## src/verilog/pcs_pkg.sv

```systemverilog
// package: constants and types for the playback command sequencer
package pcs_pkg;
  localparam int unsigned CLK_HZ = 20000000;
  localparam int unsigned CMD_BUSY_US = 2000;
  localparam int unsigned TAIL_MS = 12;
  localparam int unsigned WINDOW_MS = 10;
  localparam int unsigned CMD_BUSY_CYC = (CLK_HZ / 1000000) * CMD_BUSY_US;
  localparam int unsigned TAIL_CYC = (CLK_HZ / 1000) * TAIL_MS;
  localparam int unsigned WINDOW_CYC = (CLK_HZ / 1000) * WINDOW_MS;
  localparam int unsigned CNT_W = 24;
  localparam logic [CNT_W-1:0] CNT_ZERO = 24'h000000;
  localparam logic [CNT_W-1:0] CNT_ONE = 24'h000001;
  localparam logic [7:0] OP_EXACT = 8'hFF;
  localparam logic [7:0] OP_POWER_UP = 8'h00;
  localparam logic [7:0] OP_POWER_UP_MASK = 8'hFC;
  localparam logic [7:0] OP_POWER_DOWN = 8'h20;
  localparam logic [7:0] OP_PLAY = 8'h40;
  localparam logic [7:0] OP_PLAY_MASK = 8'hF3;
  localparam logic [7:0] OP_STOP = 8'h60;
  localparam logic [7:0] OP_START = 8'h50;
  localparam logic [7:0] OP_SILENCE = 8'h48;
  localparam logic [7:0] OP_LOOP_SET = 8'h70;
  localparam logic [7:0] OP_LOOP_CLR = 8'h78;
  typedef enum logic [2:0] {
    PCS_OFF, PCS_IDLE, PCS_CMD, PCS_PLAY, PCS_TAIL
  } pcs_state_t;
endpackage

```

## src/verilog/pcs_sync.sv

```systemverilog
// two-flop synchroniser for asynchronous inputs
`timescale 1ns/1ns
module pcs_sync (
  input wire logic sys_clk,
  input wire logic resetn,
  input wire logic async_in,
  output logic sync_out
);
  logic meta_q;
  logic meta_d;
  logic sync_q;
  logic sync_d;
  always_comb begin
    meta_d = async_in;
    sync_d = meta_q;
  end
  always_ff @(posedge sys_clk or negedge resetn) begin
    if (!resetn) begin
      meta_q <= 1'b1;
      sync_q <= 1'b1;
    end else begin
      meta_q <= meta_d;
      sync_q <= sync_d;
    end
  end
  assign sync_out = sync_q;
endmodule

```

## src/verilog/pcs_top.sv

```systemverilog
// top: playback command sequencer with busy and next-command-ready outputs
// Contract
// - oscillator halted after power-on until power-up
// - hardware reset during idle enters power-down
// - busy low: command time, phrase, 12 ms
// - ready low length depends on next command
// - busy low while processing or playing
`timescale 1ns/1ns
module pcs_top (
  input wire logic sys_clk,
  input wire logic resetn,
  input wire logic hw_reset_n,
  input wire logic cmd_valid,
  input wire logic [7:0] cmd_byte,
  input wire logic [7:0] cmd_arg,
  input wire logic phrase_done,
  output logic osc_run,
  output logic playback_busy_n,
  output logic next_command_ready_n,
  output logic loop_armed
);
  // ---------------------------------------------
  // command decode
  // ---------------------------------------------
  logic hwr_n;
  pcs_sync u_sync (
    .sys_clk(sys_clk),
    .resetn(resetn),
    .async_in(hw_reset_n),
    .sync_out(hwr_n)
  );

  function automatic logic is_op(input logic [7:0] b, input logic [7:0] op,
                                 input logic [7:0] mask);
    is_op = ((b & mask) == op);
  endfunction

  logic c_pwr_up;
  logic c_pwr_dn;
  logic c_play;
  logic c_stop;
  logic c_chain;
  logic c_lset;
  logic c_lclr;
  assign c_pwr_up = cmd_valid && is_op(cmd_byte, pcs_pkg::OP_POWER_UP,
                    pcs_pkg::OP_POWER_UP_MASK);
  assign c_pwr_dn = cmd_valid && is_op(cmd_byte, pcs_pkg::OP_POWER_DOWN, pcs_pkg::OP_EXACT);
  assign c_play = cmd_valid && is_op(cmd_byte, pcs_pkg::OP_PLAY, pcs_pkg::OP_PLAY_MASK);
  assign c_stop = cmd_valid && is_op(cmd_byte, pcs_pkg::OP_STOP, pcs_pkg::OP_EXACT);
  assign c_chain = c_play || (cmd_valid && (is_op(cmd_byte, pcs_pkg::OP_START, pcs_pkg::OP_EXACT)
                   || is_op(cmd_byte, pcs_pkg::OP_SILENCE, pcs_pkg::OP_EXACT)));
  assign c_lset = cmd_valid && is_op(cmd_byte, pcs_pkg::OP_LOOP_SET, pcs_pkg::OP_EXACT);
  assign c_lclr = cmd_valid && is_op(cmd_byte, pcs_pkg::OP_LOOP_CLR, pcs_pkg::OP_EXACT);

  // ---------------------------------------------
  // sequencer
  // ---------------------------------------------
  pcs_pkg::pcs_state_t st_q;
  pcs_pkg::pcs_state_t st_d;
  logic [pcs_pkg::CNT_W-1:0] cnt_q;
  logic [pcs_pkg::CNT_W-1:0] cnt_d;
  logic [pcs_pkg::CNT_W-1:0] win_q;
  logic [pcs_pkg::CNT_W-1:0] win_d;
  logic pend_q;
  logic pend_d;
  logic loop_q;
  logic loop_d;

  always_comb begin
    st_d = st_q;
    cnt_d = cnt_q;
    win_d = (win_q != pcs_pkg::CNT_ZERO) ? win_q - pcs_pkg::CNT_ONE : win_q;
    pend_d = pend_q;
    loop_d = loop_q;
    if (c_lclr) loop_d = 1'b0;
    case (st_q)
      pcs_pkg::PCS_OFF: begin
        if (c_pwr_up) st_d = pcs_pkg::PCS_IDLE;
      end
      pcs_pkg::PCS_IDLE: begin
        if (c_pwr_dn) st_d = pcs_pkg::PCS_OFF;
        else if (c_chain) begin
          st_d = pcs_pkg::PCS_CMD;
          cnt_d = 24'(pcs_pkg::CMD_BUSY_CYC);
        end
      end
      pcs_pkg::PCS_CMD: begin
        cnt_d = cnt_q - pcs_pkg::CNT_ONE;
        if (c_stop) st_d = pcs_pkg::PCS_IDLE;
        else if (cnt_q == pcs_pkg::CNT_ONE) begin
          st_d = pcs_pkg::PCS_PLAY;
          win_d = 24'(pcs_pkg::WINDOW_CYC);
          pend_d = 1'b0;
        end
      end
      pcs_pkg::PCS_PLAY: begin
        if (c_stop) begin
          st_d = pcs_pkg::PCS_IDLE;
          loop_d = 1'b0;
        end else begin
          if (c_lset && win_q != pcs_pkg::CNT_ZERO) loop_d = 1'b1;
          if (c_chain && win_q != pcs_pkg::CNT_ZERO) pend_d = 1'b1;
          if (phrase_done) begin
            if (loop_q || pend_q) begin
              win_d = 24'(pcs_pkg::WINDOW_CYC);
              pend_d = 1'b0;
            end else begin
              st_d = pcs_pkg::PCS_TAIL;
              cnt_d = 24'(pcs_pkg::TAIL_CYC);
            end
          end
        end
      end
      pcs_pkg::PCS_TAIL: begin
        cnt_d = cnt_q - pcs_pkg::CNT_ONE;
        if (cnt_q == pcs_pkg::CNT_ONE) st_d = pcs_pkg::PCS_IDLE;
      end
      default: st_d = pcs_pkg::PCS_OFF;
    endcase
    if (!hwr_n) begin
      st_d = pcs_pkg::PCS_OFF;
      loop_d = 1'b0;
      pend_d = 1'b0;
    end
  end

  always_ff @(posedge sys_clk or negedge resetn) begin
    if (!resetn) begin
      st_q <= pcs_pkg::PCS_OFF;
      cnt_q <= pcs_pkg::CNT_ZERO;
      win_q <= pcs_pkg::CNT_ZERO;
      pend_q <= 1'b0;
      loop_q <= 1'b0;
    end else begin
      st_q <= st_d;
      cnt_q <= cnt_d;
      win_q <= win_d;
      pend_q <= pend_d;
      loop_q <= loop_d;
    end
  end

  // ---------------------------------------------
  // outputs
  // ---------------------------------------------
  logic busy_n_q;
  logic ready_n_q;
  logic osc_q;
  always_ff @(posedge sys_clk or negedge resetn) begin
    if (!resetn) begin
      busy_n_q <= 1'b1;
      ready_n_q <= 1'b1;
      osc_q <= 1'b0;
    end else begin
      busy_n_q <= (st_d == pcs_pkg::PCS_IDLE) || (st_d == pcs_pkg::PCS_OFF);
      ready_n_q <= !((st_d == pcs_pkg::PCS_CMD) || pend_d);
      osc_q <= (st_d != pcs_pkg::PCS_OFF);
    end
  end
  assign playback_busy_n = busy_n_q;
  assign next_command_ready_n = ready_n_q;
  assign osc_run = osc_q;
  assign loop_armed = loop_q;

  // ---------------------------------------------
  // assertions
  // ---------------------------------------------
  property p_osc_off;
    @(posedge sys_clk) disable iff (!resetn)
    (st_q == pcs_pkg::PCS_OFF) |-> !osc_run;
  endproperty
  a_osc_off: assert property (p_osc_off) else $error("osc runs in power-down");
  property p_hwreset;
    @(posedge sys_clk) disable iff (!resetn)
    !hwr_n |=> (st_q == pcs_pkg::PCS_OFF);
  endproperty
  a_hwreset: assert property (p_hwreset) else $error("reset missed power-down");
  property p_tail;
    @(posedge sys_clk) disable iff (!resetn)
    (st_q == pcs_pkg::PCS_TAIL && cnt_q == pcs_pkg::CNT_ONE && hwr_n) |=> playback_busy_n;
  endproperty
  a_tail: assert property (p_tail) else $error("busy not released after tail");
  property p_busy;
    @(posedge sys_clk) disable iff (!resetn)
    (st_q == pcs_pkg::PCS_PLAY) |-> !playback_busy_n;
  endproperty
  a_busy: assert property (p_busy) else $error("busy high during playback");
  property p_ready;
    @(posedge sys_clk) disable iff (!resetn)
    (st_q == pcs_pkg::PCS_CMD && st_d == pcs_pkg::PCS_CMD) |=> !next_command_ready_n;
  endproperty
  a_ready: assert property (p_ready) else $error("ready high while processing");

  // chained command inside the window holds ready low
  property p_chain_ready;
    @(posedge sys_clk) disable iff (!resetn)
    (st_q == pcs_pkg::PCS_PLAY && c_chain && win_q != pcs_pkg::CNT_ZERO && !c_stop
     && !phrase_done && hwr_n) |=> !next_command_ready_n;
  endproperty
  a_chain_ready: assert property (p_chain_ready) else $error("chain left ready high");

  property p_osc_on;
    @(posedge sys_clk) disable iff (!resetn)
    (st_q != pcs_pkg::PCS_OFF) |-> osc_run;
  endproperty
  a_osc_on: assert property (p_osc_on) else $error("osc stopped while powered");

  property p_idle_busy;
    @(posedge sys_clk) disable iff (!resetn)
    (st_q == pcs_pkg::PCS_IDLE) |-> playback_busy_n;
  endproperty
  a_idle_busy: assert property (p_idle_busy) else $error("busy low while idle");

  property p_cmd_busy;
    @(posedge sys_clk) disable iff (!resetn)
    (st_q == pcs_pkg::PCS_CMD) |-> !playback_busy_n;
  endproperty
  a_cmd_busy: assert property (p_cmd_busy) else $error("busy high in command time");

  property p_loop_drop;
    @(posedge sys_clk) disable iff (!resetn)
    !hwr_n |=> !loop_armed;
  endproperty
  a_loop_drop: assert property (p_loop_drop) else $error("loop kept over reset");

  c_play_seen: cover property (@(posedge sys_clk) st_q == pcs_pkg::PCS_PLAY);
  c_chain_seen: cover property (@(posedge sys_clk) pend_q);
  c_tail_seen: cover property (@(posedge sys_clk) st_q == pcs_pkg::PCS_TAIL);
  c_loop_seen: cover property (@(posedge sys_clk) loop_q);
endmodule
```

## config.mk

```make
export PLATFORM = sky130hd
export DESIGN_NAME = pcs_top
export DESIGN_NICKNAME = d
export VERILOG_FILES = /design/src/verilog/pcs_pkg.sv /design/src/verilog/pcs_sync.sv /design/src/verilog/pcs_top.sv
export SDC_FILE = /design/constraint.sdc
export NUM_CORES = 1
export LEC_CHECK = 0
export ABC_CLOCK_PERIOD_IN_PS = 2600
export BUFFER_PORTS_ARGS = -buffer_cell sky130_fd_sc_hd__clkbuf_2
export CORE_MARGIN = 2
export CORE_UTILIZATION = 50
export CTS_CLUSTER_SIZE = 24
export DETAILED_ROUTE_END_ITERATION = 10
export HOLD_SLACK_MARGIN = 0.08
export PLACE_DENSITY = 0.72
export SLEW_MARGIN = 20
export SYNTH_ARGS = -nofsm -noshare
export SYNTH_HDL_FRONTEND = slang
export SYNTH_SLANG_ARGS = --single-unit
```

## constraint.sdc

```tcl
create_clock -name sys_clk -period 2.6 [get_ports sys_clk]
set_input_delay 0.52 -clock sys_clk [delete_from_list [all_inputs] [get_ports sys_clk]]
set_output_delay 0.52 -clock sys_clk [all_outputs]
set_load 0.02 [all_outputs]
```

==> summary.txt <==
STA
  – Slew at the pin closest to its max-slew limit: 839 ps
  – Worst Hold Margin: 214 ps
  – Hold Vio Cnt, Final: 0
  – Fin. max-slew vios: 0
  – Fin crit share: a little over nine tenths
  – Final setup fails: 0
  – Peak Freq: 0.405 GHz
  – Crit path time final: 2470 ps
  – Post-layout worst setup margin: 130 ps
  – Setup Skew: 11.6 ps
  – Max-slew headroom at the worst pin: 43.5%

Route
  – Vias/cell: 6.14
  – DRT antenna net count: 0
  – DRC viols: 0
  – Initial DRT Pass Iterations: 4
  – Drt wl/cell: 15.4 µm
  – DRT Wirelength: 7.37 mm
  – Iter 0 DRT Violations: 159
  – Via count: 2937

Critical path
  – Worst Setup Start Kind: flip-flop
  – Kind of end point of the critical path: flip-flop
  – Crit Path Class: flip-flop to flip-flop
  – Critical path arrival: ~2700 ps
  – Top fanout value on the critical path: 4
  – Worst EP required: approximately 2800 ps

Power and ir drop
  – Clk network pwr share: 47.4%
  – Comb pwr share: 3.1%
  – P_int: 1.45 mW
  – Net Switching: between 400 and 500 µW
  – Pwr/cell area: 493 nW/µm²
  – Switching share of power: 21.7%
  – Maximum VDD drop: 0.000382 V
  – Leakage power figure: 1.36 nW
  – Total power draw: 1.86 mW
  – Sequential cell fraction of total power: between 40% and 50%

Run status
  – Outcome: finished, final reports clean

Logic synthesis
  – Synth area leader: dfrtp_1
  – Multiplexer share of the synthesized area: 0%
  – Synth async-reset ratio: 100%
  – Synthesized Nets: 397
  – Synth area leaders: dfrtp_1 (41%), o21ai_0 (6.5%), nor2_1 (3.9%)
  – Post-synth top cells: dfrtp_1 (54), o21ai_0 (43), nor2_1 (34)
  – Sequential cell area fraction in the yosys report: 44.1%
  – Top cell type's share of synthesized area: about 41%
  – Post-Synth XOR/XNOR Area: 2.92%
  – Synthesized area: 3300 µm²
  – Post-synthesis register bit count: 58
  – Avg Synthesized Cell Area: 8.85 µm²
  – Number of library cell types mapped by synthesis: 56
  – Synth Flop Type: dfrtp_1
  – Post-synth EDFFs: 0
  – Yosys warnings: 0
  – Largest family of logic cells by synthesized area: simple AND/OR/NAND/NOR gates
  – Mapped Cells: 373
  – Synth Area in Compound Gates: 23.3%
  – Adder-Cell Fraction of Synth Area: 1.14%
  – Most common cell in the netlist: dfrtp_1
  – Simple-Gate Fraction of Synth Area: 25.3%

Final layout
  – Layout Area Growth over Synthesis: 14.0%
  – Core Util, Final: 59.2%
  – Ratio of cells with drive above 1 in the final layout: 15.2%
  – Antenna cell count: 0
  – Final net count: 420

Global route
  – Global route hottest layer: met2
  – Met1 GRT Util: 29.7%
  – GRT Util Overall: between 20% and 30%
  – Grt met2 use: 34.5%
  – Initial antenna violation count: 0
  – Global-route wire length before repair: 12.7 mm
  – Grt met3 use: under 10%
  – Vias in the first global route: 2743
  – Largest net degree at the start of global routing: 35
  – Overflow after GRT: 0

Clock tree
  – Clk_lat worst skew: 340 ps
  – Root Driver: clkbuf_8
  – H-tree levels: 3
  – CTS tree: built
  – Num CTS Buffers: 9
  – Clock-pin slew on the worst setup and hold paths: 70 ps
  – CTS Sinks: just under 60
  – Hold Buf Count CTS: 0
  – Max clock buf depth: 2
  – Post-CTS setup buffers: 0

Floorplan
  – Die area: 7270 µm²
  – Initial core utilization: approximately half
  – Row count: 29
  – Die Ht: approximately 85 µm
  – Core area: around 6300 µm²
  – Io pins: 25
  – Die X: 85.2 µm

Placed design
  – Placer congestion estimate: about 0.83
  – Buffers added on ports: 16
  – Post-place setup slack: 143 ps
  – Detail Placement HPWL: 5.13 mm

Run
  – Max-cap viol count: 0

Hold path
  – Tightest Hold Check Type: primary input to async pin
## power by group through the flow
| stage | Combinational (mW) | Clock (mW) | Sequential (mW) |
|---|---|---|---|
| floorplan | 0.0204 | 0 | 0.933 |
| global placement | 0.0574 | 0 | 0.935 |
| detailed placement | 0.0590 | 0 | 0.935 |
| CTS | 0.0592 | 0.891 | 0.918 |
| global route | 0.0672 | 0.929 | 0.919 |
| finish | 0.0578 | 0.880 | 0.919 |
## cells in the final DEF, fill, tap and decap left out, types with 4 or more instances in the layout
master    count
clkbuf_2     16
nand3_1      11
nor3_1       15
nor4_1       12
xnor2_1       4
or4_1         7
nor2_1       34
o31ai_1       7
o21ai_0      43
buf_4        14
and3_1        6
o21a_1        7
clkbuf_8     12
nor3b_1       4
nand2_1      21
nor4b_1       5
dfstp_2       4
inv_1         7
or3_1        12
xor2_1        7
or2_2         4
a21oi_1      21
a31oi_1      12
nand2b_1      5
dfrtp_1      54
## cell type report
cell class	count	area, µm²
repair buffers	32	225
clock inverters	2	35.0
multi-input cells	288	1750
fillers	565	2590
well taps	77	96.3
clock buffers	14	173
flip-flops and latches	58	1460
inverters	7	26.3
## what timing repair did
action	4_1_cts	5_1_grt
setup endpoints to repair	0	1
gates resized for setup	0	1
hold endpoints to repair	0	0
## cell families after synthesis
| logic type | Yosys count |
|---|---|
| AOI/OAI and AO/OA | 122 |
| adders and majority gates | 3 |
| xor gates and xnor gates | 11 |
| and+or+nand+nor | 152 |
| DFF | 58 |
| buffers and inverters | 27 |
## metrics by stage
stage / setup TNS [ps] / cells / cell area (µm²)
4_1_cts: 0 / 478 / 3750
2_1_floorplan: 0 / 373 / 3300
6_report: 0 / 478 / 3760
3_3_place_gp: 0 / 462 / 3550
5_1_grt: -5.42 / 478 / 3760
3_5_place_dp: 0 / 462 / 3550
## metal layers
| layer | vias to the layer above | part of all wire, % |
|---|---|---|
| met5 | - | 0 |
| met4 | 0 | 1.3 |
| met3 | 10 | 3.1 |
| met2 | 50 | 47 |
| met1 | 1422 | 49 |
| li1 | 1455 | - |
## worst paths after layout
path	startpoint	to	slack [ps]	depth (start not counted)
max in group asynchronous	resetn	win_q[9]$_DFF_PN0_	1770	2
min reg2reg	u_sync.meta_q$_DFF_PN1_	u_sync.sync_out$_DFF_PN1_	360	0
max reg2reg	win_q[0]$_DFF_PN0_	win_q[1]$_DFF_PN0_	130	7
min	resetn	cnt_q[8]$_DFFE_PN0P_	210	1
min in group sys_clk	hw_reset_n	u_sync.meta_q$_DFF_PN1_	270	1
max	win_q[0]$_DFF_PN0_	win_q[1]$_DFF_PN0_	130	7
## flip-flops by register name, summed over array words and instances (netlist names)
name / count
cnt_q: 24
loop_armed: 1
next_command_ready_n: 1
osc_run: 1
pend_q: 1
playback_busy_n: 1
st_q: 3
u_sync.meta_q: 1
u_sync.sync_out: 1
win_q: 24
## worst max-delay path: stages, from the launching register on
cell and delay (ps):
dfrtp_1 410, inv_1 70, ha_1 180, or3b_2 460, or4_1 420, or3_1 400
buf_4 180, a211oi_1 240
(Power assumes the default switching activity.)
